File: src/ssc_pkg.sv
// What this block does
// - Step drives three binary lines, weights 1,2,4.
// - Four running modes, each loop or one-shot.
// - Five mode indicators plus one one-shot indicator.
// - Step order follows mode and loop setting.
// - First and last step confine the sequence.
// - Voltage mode: first setting is the step.
// - Serial operation adds bank bit of weight 8.
// - Selectable 8-step parallel or 16-step serial.
// - Bank bit on output and indicator.
// - Internal clock with independent rate and width.
// - Clock indicator follows generated clock level.
// - Very short step time effectively skips step.
// - Takeover chooses original unit or this block.
// - Rising start starts, rising stop halts.
// - Advance on selected clock rising edge.
// - Reset request waits for next clock edge.
// - One-shot halts on the final step.
// Constants, types and register layout of the step address controller.
// Assumes a 200 MHz system clock and a 32-bit classic Wishbone slave.
package ssc_pkg;

   localparam int unsigned CLK_PERIOD_NS = 5;
   // A step shorter than this counts as skipped.
   localparam int unsigned SKIP_TIME_NS  = 1000000;
   localparam int unsigned SKIP_CYC      = SKIP_TIME_NS / CLK_PERIOD_NS;

   localparam logic [4:0] OFS_CTRL   = 5'h00;
   localparam logic [4:0] OFS_RANGE  = 5'h04;
   localparam logic [4:0] OFS_PERIOD = 5'h08;
   localparam logic [4:0] OFS_WIDTH  = 5'h0c;
   localparam logic [4:0] OFS_CMD    = 5'h10;
   localparam logic [4:0] OFS_STATUS = 5'h14;

   localparam int unsigned RNG_FIRST_LSB = 0;
   localparam int unsigned RNG_LAST_LSB  = 8;
   localparam int unsigned CMD_START_BIT = 0;
   localparam int unsigned CMD_STOP_BIT  = 1;
   localparam int unsigned CMD_RESET_BIT = 2;
   localparam int unsigned CMD_STEP_BIT  = 3;

   localparam logic [5:0]  CTRL_RST   = 6'h00;
   localparam logic [3:0]  FIRST_RST  = 4'h0;
   localparam logic [3:0]  LAST_RST   = 4'hf;
   localparam logic [23:0] PERIOD_RST = 24'h10_0000;
   localparam logic [23:0] WIDTH_RST  = 24'h08_0000;
   localparam logic [23:0] MIN_PERIOD = 24'h00_0002;
   localparam logic [7:0]  LFSR_SEED  = 8'he1;

   typedef enum logic [2:0] {
      mode_fwd  = 3'b000,
      mode_bwd  = 3'b001,
      mode_pend = 3'b010,
      mode_rand = 3'b011,
      mode_cv   = 3'b100
   } ssc_mode_e;

   typedef enum logic {
      run_idle   = 1'b0,
      run_active = 1'b1
   } ssc_run_e;

   typedef struct packed {
      logic      takeover;
      logic      serial;
      logic      oneshot;
      ssc_mode_e mode;
   } ssc_ctrl_s;

   typedef struct packed {
      logic       skip;
      logic       takeover;
      logic       rst_pend;
      logic       dir_down;
      logic       running;
      logic [3:0] step;
   } ssc_status_s;

endpackage : ssc_pkg

File: src/ssc_step_ctrl.sv
// Step address controller: sequencing, clock selection and Wishbone registers.
// Assumes all pin inputs are synchronous to clk_i and ce_i gates all state.
`timescale 1ns/10ps
module ssc_step_ctrl #(
   parameter int unsigned SKIP_CYC = ssc_pkg::SKIP_CYC
) (
   input  wire logic        clk_i,
   input  wire logic        rst_i,
   input  wire logic        ce_i,
   input  wire logic        wb_cyc_i,
   input  wire logic        wb_stb_i,
   input  wire logic        wb_we_i,
   input  wire logic [4:0]  wb_adr_i,
   input  wire logic [3:0]  wb_sel_i,
   input  wire logic [31:0] wb_dat_i,
   output logic [31:0]      wb_dat_o,
   output logic             wb_ack_o,
   input  wire logic        ext_start_i,
   input  wire logic        ext_stop_i,
   input  wire logic        ext_reset_i,
   input  wire logic        ext_clk_i,
   input  wire logic        ext_clk_present_i,
   input  wire logic        ext_takeover_i,
   input  wire logic [2:0]  orig_addr_i,
   output logic             addr_bit_weight1_o,
   output logic             addr_bit_weight2_o,
   output logic             addr_bit_weight4_o,
   output logic             bank_select_bit_o,
   output logic             upper_bank_indicator_o,
   output logic [4:0]       mode_led_o,
   output logic             oneshot_led_o,
   output logic             clock_led_o,
   output logic             clock_out_o
);
   import ssc_pkg::*;

   function automatic logic [31:0] merge(input logic [31:0] old,
                                         input logic [31:0] nw,
                                         input logic [31:0] m);
      return (old & ~m) | (nw & m);
   endfunction : merge

   ssc_ctrl_s   ctrl;
   ssc_run_e    run_st;
   logic [3:0]  first_q;
   logic [3:0]  last_q;
   logic [23:0] period_q;
   logic [23:0] width_q;
   logic [3:0]  cur;
   logic        dir;
   logic        rst_pend;
   logic [7:0]  lfsr;
   logic        start_d;
   logic        stop_d;
   logic        reset_d;
   logic        sclk_d;

   // Bus decode.
   logic [31:0] wmask;
   logic        req;
   logic        wr;
   logic        sel_ctrl;
   logic        sel_range;
   logic        sel_period;
   logic        sel_width;
   logic        sel_cmd;
   logic        sel_status;
   logic [31:0] next_rdata;
   logic [31:0] ctrl_word;
   logic [31:0] range_word;
   ssc_ctrl_s   ctrl_wr;
   ssc_status_s status;

   for (genvar b = 0; b < 4; b++) begin : g_lane
      assign wmask[8*b +: 8] = {8{wb_sel_i[b]}};
   end

   assign req        = wb_cyc_i & wb_stb_i;
   // Writes land at the edge where the master sees ack.
   assign wr         = req & wb_we_i & wb_ack_o;
   assign sel_ctrl   = (wb_adr_i == OFS_CTRL);
   assign sel_range  = (wb_adr_i == OFS_RANGE);
   assign sel_period = (wb_adr_i == OFS_PERIOD);
   assign sel_width  = (wb_adr_i == OFS_WIDTH);
   assign sel_cmd    = (wb_adr_i == OFS_CMD);
   assign sel_status = (wb_adr_i == OFS_STATUS);
   assign range_word = {20'h0_0000, last_q, 4'h0, first_q};
   assign ctrl_word  = {26'h000_0000, ctrl};

   // Merged write words, command strobes and pin edges.
   logic [31:0] ctrl_merged;
   logic [31:0] range_merged;
   logic [31:0] period_merged;
   logic [31:0] width_merged;
   logic        next_ack;
   logic        cmd_start;
   logic        cmd_stop;
   logic        cmd_reset;
   logic        cmd_step;
   logic        start_edge;
   logic        stop_edge;
   logic        reset_edge;

   // Clock selection and step sequencing.
   logic        gen_tick;
   logic        sel_clk;
   logic        tick;
   logic        adv;
   logic [3:0]  lo_st;
   logic [3:0]  hi_st;
   logic [3:0]  span_m1;
   logic        degenerate;
   logic [3:0]  home;
   logic        at_final;
   logic [3:0]  fwd_next;
   logic [3:0]  bwd_next;
   logic        pend_turn;
   logic        pend_dir;
   logic [3:0]  pend_next;
   logic [3:0]  rnd_off;
   logic [3:0]  rand_next;
   logic [3:0]  next_cur;
   logic        next_dir;
   ssc_run_e    next_run;
   logic        next_rst_pend;

   // Outputs and status.
   logic        eff_takeover;
   logic [3:0]  out_step;
   logic [4:0]  mode_onehot;
   logic [23:0] step_age;
   logic        skip;

   localparam logic [23:0] SKIP_AGE = 24'(SKIP_CYC);

   assign ctrl_merged   = merge(ctrl_word, wb_dat_i, wmask);
   assign range_merged  = merge(range_word, wb_dat_i, wmask);
   assign period_merged = merge({8'h00, period_q}, wb_dat_i, wmask);
   assign width_merged  = merge({8'h00, width_q}, wb_dat_i, wmask);
   assign ctrl_wr       = ssc_ctrl_s'(ctrl_merged[5:0]);

   assign status = {skip, eff_takeover, rst_pend, dir, (run_st == run_active), cur};

   always_comb begin
      next_rdata = 32'h0000_0000;
      if (sel_ctrl) begin
         next_rdata = ctrl_word;
      end else if (sel_range) begin
         next_rdata = range_word;
      end else if (sel_period) begin
         next_rdata = {8'h00, period_q};
      end else if (sel_width) begin
         next_rdata = {8'h00, width_q};
      end else if (sel_status) begin
         next_rdata = {23'h00_0000, status};
      end
   end

   // One wait state: ack comes in the cycle after the request is seen,
   // and read data is loaded at the same edge so it stands with ack.
   assign next_ack = req & ~wb_ack_o;

   always_ff @(posedge clk_i) begin
      if (rst_i) begin
         wb_ack_o <= 1'b0;
         wb_dat_o <= 32'h0000_0000;
      end else if (ce_i) begin
         wb_ack_o <= next_ack;
         if (next_ack) begin
            wb_dat_o <= next_rdata;
         end
      end
   end

   always_ff @(posedge clk_i) begin
      if (rst_i) begin
         ctrl     <= ssc_ctrl_s'(CTRL_RST);
         first_q  <= FIRST_RST;
         last_q   <= LAST_RST;
         period_q <= PERIOD_RST;
         width_q  <= WIDTH_RST;
      end else if (ce_i && wr) begin
         if (sel_ctrl) begin
            ctrl <= ctrl_wr;
         end
         if (sel_range) begin
            first_q <= range_merged[RNG_FIRST_LSB +: 4];
            last_q  <= range_merged[RNG_LAST_LSB +: 4];
         end
         if (sel_period) begin
            period_q <= period_merged[23:0];
         end
         if (sel_width) begin
            width_q <= width_merged[23:0];
         end
      end
   end

   // Command writes act like the front buttons.
   assign cmd_start  = wr & sel_cmd & wb_sel_i[0] & wb_dat_i[CMD_START_BIT];
   assign cmd_stop   = wr & sel_cmd & wb_sel_i[0] & wb_dat_i[CMD_STOP_BIT];
   assign cmd_reset  = wr & sel_cmd & wb_sel_i[0] & wb_dat_i[CMD_RESET_BIT];
   assign cmd_step   = wr & sel_cmd & wb_sel_i[0] & wb_dat_i[CMD_STEP_BIT];
   assign start_edge = (ext_start_i & ~start_d) | cmd_start;
   assign stop_edge  = (ext_stop_i & ~stop_d) | cmd_stop;
   assign reset_edge = (ext_reset_i & ~reset_d) | cmd_reset;

   ssc_clock_gen u_clk_gen (
      .clk_i    (clk_i),
      .rst_i    (rst_i),
      .ce_i     (ce_i),
      .period_i (period_q),
      .width_i  (width_q),
      .tick_o   (gen_tick)
   );

   // The internal clock stands in whenever no external clock is plugged in.
   assign sel_clk = ext_clk_present_i ? ext_clk_i : gen_tick;
   assign tick    = (sel_clk & ~sclk_d) | cmd_step;
   assign adv     = tick & (run_st == run_active);

   // In parallel operation both sequencers share the low three bits.
   assign lo_st      = ctrl.serial ? first_q : {1'b0, first_q[2:0]};
   assign hi_st      = ctrl.serial ? last_q : {1'b0, last_q[2:0]};
   assign degenerate = (hi_st <= lo_st);
   assign span_m1    = hi_st - lo_st;
   // A backward run starts from its top end.
   assign home       = (ctrl.mode == mode_bwd && !degenerate) ? hi_st : lo_st;

   assign at_final = ctrl.oneshot & ~degenerate &
                     ((((ctrl.mode == mode_fwd) || (ctrl.mode == mode_rand)) &&
                       (cur == hi_st)) ||
                      ((ctrl.mode == mode_bwd) && (cur == lo_st)) ||
                      ((ctrl.mode == mode_pend) && dir && (cur == lo_st)));

   assign fwd_next  = (cur >= hi_st || cur < lo_st) ? lo_st : cur + 4'h1;
   assign bwd_next  = (cur <= lo_st || cur > hi_st) ? hi_st : cur - 4'h1;
   assign pend_turn = dir ? (cur <= lo_st) : (cur >= hi_st);
   assign pend_dir  = pend_turn ? ~dir : dir;
   assign pend_next = (cur < lo_st || cur > hi_st) ? lo_st :
                      (pend_dir ? cur - 4'h1 : cur + 4'h1);
   // The modulo keeps random picks inside the range at the cost of a
   // slight bias towards the low steps.
   assign rnd_off   = 4'(({1'b0, lfsr[3:0]}) % ({1'b0, span_m1} + 5'h01));
   assign rand_next = lo_st + rnd_off;

   always_comb begin
      next_run = run_st;
      case (run_st)
         run_idle: begin
            if (start_edge && !stop_edge) begin
               next_run = run_active;
            end
         end
         run_active: begin
            if (stop_edge) begin
               next_run = run_idle;
            end else if (adv && at_final && !rst_pend && ctrl.mode != mode_cv) begin
               next_run = run_idle;
            end
         end
         default: begin
            next_run = run_idle;
         end
      endcase
   end

   always_comb begin
      next_cur = cur;
      next_dir = dir;
      if (ctrl.mode == mode_cv) begin
         next_cur = lo_st;
      end else if (tick && rst_pend) begin
         next_cur = home;
         next_dir = 1'b0;
      end else if (adv && degenerate) begin
         next_cur = lo_st;
      end else if (adv && !at_final) begin
         case (ctrl.mode)
            mode_bwd: begin
               next_cur = bwd_next;
            end
            mode_pend: begin
               next_cur = pend_next;
               next_dir = pend_dir;
            end
            mode_rand: begin
               next_cur = rand_next;
            end
            default: begin
               next_cur = fwd_next;
            end
         endcase
      end
   end

   // A reset edge in the same cycle as a clock edge stays pending.
   assign next_rst_pend = reset_edge ? 1'b1 : (tick ? 1'b0 : rst_pend);

   always_ff @(posedge clk_i) begin
      if (rst_i) begin
         run_st   <= run_idle;
         cur      <= 4'h0;
         dir      <= 1'b0;
         rst_pend <= 1'b0;
         lfsr     <= LFSR_SEED;
         start_d  <= 1'b0;
         stop_d   <= 1'b0;
         reset_d  <= 1'b0;
         sclk_d   <= 1'b0;
         step_age <= 24'h00_0000;
         skip     <= 1'b0;
      end else if (ce_i) begin
         run_st   <= next_run;
         cur      <= next_cur;
         dir      <= next_dir;
         rst_pend <= next_rst_pend;
         lfsr     <= {lfsr[6:0], lfsr[7] ^ lfsr[5] ^ lfsr[4] ^ lfsr[3]};
         start_d  <= ext_start_i;
         stop_d   <= ext_stop_i;
         reset_d  <= ext_reset_i;
         sclk_d   <= sel_clk;
         if (adv) begin
            step_age <= 24'h00_0000;
            skip     <= (step_age < SKIP_AGE);
         end else if (step_age != 24'hff_ffff) begin
            step_age <= step_age + 24'h00_0001;
         end
      end
   end

   assign eff_takeover = ctrl.takeover | ext_takeover_i;
   assign out_step     = eff_takeover ? {ctrl.serial & cur[3], cur[2:0]} :
                         {1'b0, orig_addr_i};

   for (genvar m = 0; m < 5; m++) begin : g_mode_led
      assign mode_onehot[m] = (ctrl.mode == ssc_mode_e'(3'(m)));
   end

   always_ff @(posedge clk_i) begin
      if (rst_i) begin
         addr_bit_weight1_o     <= 1'b0;
         addr_bit_weight2_o     <= 1'b0;
         addr_bit_weight4_o     <= 1'b0;
         bank_select_bit_o      <= 1'b0;
         upper_bank_indicator_o <= 1'b0;
         mode_led_o             <= 5'h00;
         oneshot_led_o          <= 1'b0;
         clock_led_o            <= 1'b0;
         clock_out_o            <= 1'b0;
      end else if (ce_i) begin
         addr_bit_weight1_o     <= out_step[0];
         addr_bit_weight2_o     <= out_step[1];
         addr_bit_weight4_o     <= out_step[2];
         bank_select_bit_o      <= out_step[3];
         upper_bank_indicator_o <= out_step[3];
         mode_led_o             <= mode_onehot;
         oneshot_led_o          <= ctrl.oneshot & (ctrl.mode != mode_cv);
         clock_led_o            <= gen_tick;
         clock_out_o            <= gen_tick;
      end
   end
endmodule : ssc_step_ctrl

File: src/ssc_clock_gen.sv
// Internal step clock generator with programmable period and high time.
// Assumes period and width are stable registers of the system clock domain.
`timescale 1ns/10ps
module ssc_clock_gen (
   input  wire logic        clk_i,
   input  wire logic        rst_i,
   input  wire logic        ce_i,
   input  wire logic [23:0] period_i,
   input  wire logic [23:0] width_i,
   output logic             tick_o
);
   import ssc_pkg::*;

   logic [23:0] cnt;
   logic [23:0] eff_period;
   logic [23:0] eff_width;
   logic [23:0] last_cnt;

   // Clamping keeps at least one low and one high cycle, so even the
   // shortest period still yields an edge and the step is passed over.
   assign eff_period = (period_i < MIN_PERIOD) ? MIN_PERIOD : period_i;
   assign last_cnt   = eff_period - 24'h00_0001;
   assign eff_width  = (width_i == 24'h00_0000) ? 24'h00_0001 :
                       (width_i > last_cnt) ? last_cnt : width_i;

   // Rate and high time are independent settings.
   always_ff @(posedge clk_i) begin
      if (rst_i) begin
         cnt    <= 24'h00_0000;
         tick_o <= 1'b0;
      end else if (ce_i) begin
         cnt    <= (cnt >= last_cnt) ? 24'h00_0000 : cnt + 24'h00_0001;
         tick_o <= (cnt >= last_cnt) ? 1'b1 : (cnt + 24'h00_0001 < eff_width);
      end
   end
endmodule : ssc_clock_gen

File: config.mk
export PLATFORM = sky130hd
export DESIGN_NAME = ssc_step_ctrl
export DESIGN_NICKNAME = d
export VERILOG_FILES = /design/src/ssc_pkg.sv /design/src/ssc_step_ctrl.sv /design/src/ssc_clock_gen.sv
export SDC_FILE = /design/constraint.sdc
export NUM_CORES = 1
export LEC_CHECK = 0
export BUFFER_PORTS_ARGS = -buffer_cell sky130_fd_sc_hd__buf_2
export CAP_MARGIN = 20
export CORE_MARGIN = 2
export CORE_UTILIZATION = 46
export CTS_BUF_LIST = sky130_fd_sc_hd__clkbuf_8
export DETAILED_ROUTE_END_ITERATION = 7
export PLACE_DENSITY = 0.61
export SYNTH_ARGS = -nofsm -noshare
export SYNTH_HDL_FRONTEND = slang
export SYNTH_SLANG_ARGS = --single-unit
File: constraint.sdc
create_clock -name clk_i -period 9.85 [get_ports clk_i]
set_clock_uncertainty 0.05 [all_clocks]
set_input_delay 0 -clock clk_i [delete_from_list [all_inputs] [get_ports clk_i]]
set_output_delay 0 -clock clk_i [all_outputs]
set_load 0.05 [all_outputs]
==> metrics.md <==
| Metric | Value |
|---|---|
| Syn_area_per_cell | `8.32 um^2` |
| Commonest non-fill, non-tap cell in the layout | `nor2_1` |
| Initial antenna violation count | `0` |
| Port Buffers | `84` |
| Initial DRT Pass Iterations | `5` |
| CTS H-tree lvls | `4` |
| Number of remaining DRC errors | `0` |
| Final period utilization | `between 90% and 100%` |
| Simple-gate share of the synthesized area | `a little over a fifth` |
| DP Wirelength | `between 20,000 and 30,000 um` |
| Synth top area share | `just under 30%` |
| Relative slew slack | `27.1%` |
| Seq/Total Area, Yosys | `around 30%` |
| Ys async rst share | `0%` |
| Final setup fails | `0` |
| CTS tree | `built` |
| Core Rows | `57` |
| Clock Pin Slew Worst Setup and Hold Paths | `approximately 0.11 ns` |
| Vias in the first global route | `around 10k` |
| Cell Pwr Density | `~110 mW/mm^2` |
| Iteration-0 DRC Markers | `560` |
| Most used DFF post-synth | `dfxtp_1` |
| Worst slew pin tran | `between 1 and 1.5 ns` |
| Detailed-route via count | `10.5k` |
| Crit path max fanout | `8` |
| Post-CTS Resized | `0` |
| P_leak | `between 5 and 6 nW` |
| Final Max Slew Viols | `0` |
| Post-synthesis mux area share | `under 10%` |
| Area grow syn2layout | `13.1%` |
| Crit path max-delay cell type | `dfxtp_1` |
| First-pass GRT wire length | `~53,000 um` |
| Main combinational cell family by area after synthesis | `simple AND/OR/NAND/NOR gates` |
| Max incr delay on CP | `approximately 0.5 ns` |
| Peak supply drop | `87.0 uV` |
| Nature of the critical path endpoint | `flop` |
| Crit path arrival time | `9.34 ns` |
| Wirelength, routed | `about 33,000 um` |
| Netlist Area Pre-Place | `0.0115 mm^2` |
| Fmax | `between 100 and 150 MHz` |
| Initial Util | `a little under half` |
| Post-synth cell types | `79` |
| Routed Antenna Nets | `0` |
| Routability Congestion | `0.889` |
| Most frequent cells in the layout | `222 x nor2_1, 167 x dfxtp_1, 107 x ha_1` |
| Final Hold Fails | `0` |
| Compound-gate portion of the synthesized area | `between 10% and 20%` |
| Main area contributors after synthesis | `dfxtp_1 29%, ha_1 12%, mux2i_1 7.3%` |
| Placement Cell Area | `roughly 0.012 mm^2` |
| Number of synthesized register bits | `between 150 and 200` |
| CP Launch Type | `flop` |
| RSZ-0062 raised after global routing | `no` |
| Remaining global-route overflow | `0` |
| Finished Layout Cells | `between 1.5k and 2k` |
| EDFF count, synth | `0` |
| Total CTS buffers | `17` |
| Status | `finished, final reports clean` |
| Final min period | `between 9 and 10 ns` |
| Die X | `around 160 um` |
| Synth Area in Adders | `between 10% and 20%` |
| Fin util | `between 50 and 60%` |
| Root Buffer Master | `clkbuf_8` |
| Pwr Total | `1.38 mW` |
| Vias per cell | `a little under 6` |
| Inst Count DP | `approximately 1.7k` |
| Hold Crit Class | `input pin to flop` |
| Synth Area in XOR/XNOR | `6.38%` |
| Synthesis Warnings | `0` |
| Global routing usage on met2 | `between 40% and 50%` |
| Ports | `between 100 and 150` |
| Ant diodes | `0` |
| Layout cells sized above 1 | `between 10 and 15%` |
| Nets@finish | `between 1.5k and 2k` |
| Core area | `approximately 0.024 mm^2` |
| Mapped Cells | `1,379` |
| Met1 usage | `about 33%` |
| Largest net degree at the start of global routing | `slightly below 60` |
| Avg WL per Cell | `between 15 and 20 um` |
| Crit path kind | `flop to flop` |
| Total track usage | `about a quarter` |
| Clock Sinks | `167` |
| Clock buffer depth | `2` |
| Setup TNS | `0 ns` |
| Chip height | `between 150 and 200 um` |
| DIE AREA | `approximately 0.026 mm^2` |
| Setup Buffers After CTS | `0` |
| Met3 usage | `4.03%` |
| Final instance area | `between 0.01 and 0.015 mm^2` |
| Worst skew pair latency | `0.48 ns` |
| Global route hottest layer | `met2` |
| Synth area leader | `dfxtp_1` |
| Critical path required time | `between 10 and 15 ns` |
| Most used cell, CP | `ha_1` |
| Max Cap Viol | `0` |
-- report_power, final --
part,switching [mW],total [mW],internal [mW]
registers,0.0123,0.697,0.685
clock network,0.326,0.525,0.199
logic,0.0976,0.159,0.0611
-- layer usage --
metal  vias up  share of wire (%)
li1       5187                  -
met3        53                5.1
met5         -                  0
met1      4913                 44
met4         0                2.6
met2       302                 48
-- Yosys cell counts (28+ instances only) --
library cell,instances
a211o_1,28
a21o_1,31
a21oi_1,64
a22oi_1,35
clkbuf_1,46
dfxtp_1,167
ha_1,107
inv_1,38
mux2i_1,84
nand2_1,89
nand3_1,40
nor2_1,222
o21ai_0,37
xnor2_1,51
xor2_1,30
-- path summary, 6_finish.rpt --
kind	from	end	slack (ns)	cells past startpoint
max	flop	cur[2]$_SDFFE_PP0P_	0.79	40
min reg2reg	lfsr[6]$_SDFFE_PP1P_	lfsr[7]$_SDFFE_PP1P_	0.43	1
max reg2reg	flop	cur[2]$_SDFFE_PP0P_	0.79	40
min	wb_adr_i[2]	wb_dat_o[4]$_SDFFE_PP0P_	0.05	3
-- metrics by stage --
step | hold WS, ns | setup WS, ns
6_report | 0.0537 | 0.794
3_5_place_dp | 0.173 | 0.879
3_3_place_gp | 0.180 | 1.08
5_1_grt | 0.0792 | 0.0666
4_1_cts | 0.0393 | 0.841
2_1_floorplan | 0.0679 | 1.60
-- kinds of logic (layout without fill, tap and decap cells) --
family / after synthesis / after routing
simple gates: 509 / 509
mux: 100 / 100
flops: 167 / 167
fa+ha+maj: 110 / 110
buf+inv: 103 / 207
xor+xnor: 82 / 82
compound gates: 307 / 307
other cells: 1 / 8
-- repair_timing --
action | in CTS | in global routing
hold buffers | 42 | 0
hold endpoints to repair | 82 | 0
setup endpoints to repair | 0 | 0
-- layout make-up --
class                           count  area, um^2
Clock buffer                       17         234
Timing Repair Buffer              136         918
Multi-Input combinational cell   1116        7740
Fill cell                        2378       11400
Sequential cell                   167        3340
Tap cell                          324         405
Clock inverter                     15         190
Inverter                           39         146
-- critical path: cells and delay by family, from the launching register on --
kind,cells,cell delay (ns)
flops,1,0.50
buf+inv,2,0.13
simple gates,9,1.22
compound gates,17,3.68
xor+xnor,2,0.41
fa+ha+maj,8,2.33
mux,2,0.58
No activity file was read; power rests on OpenSTA's default activity.
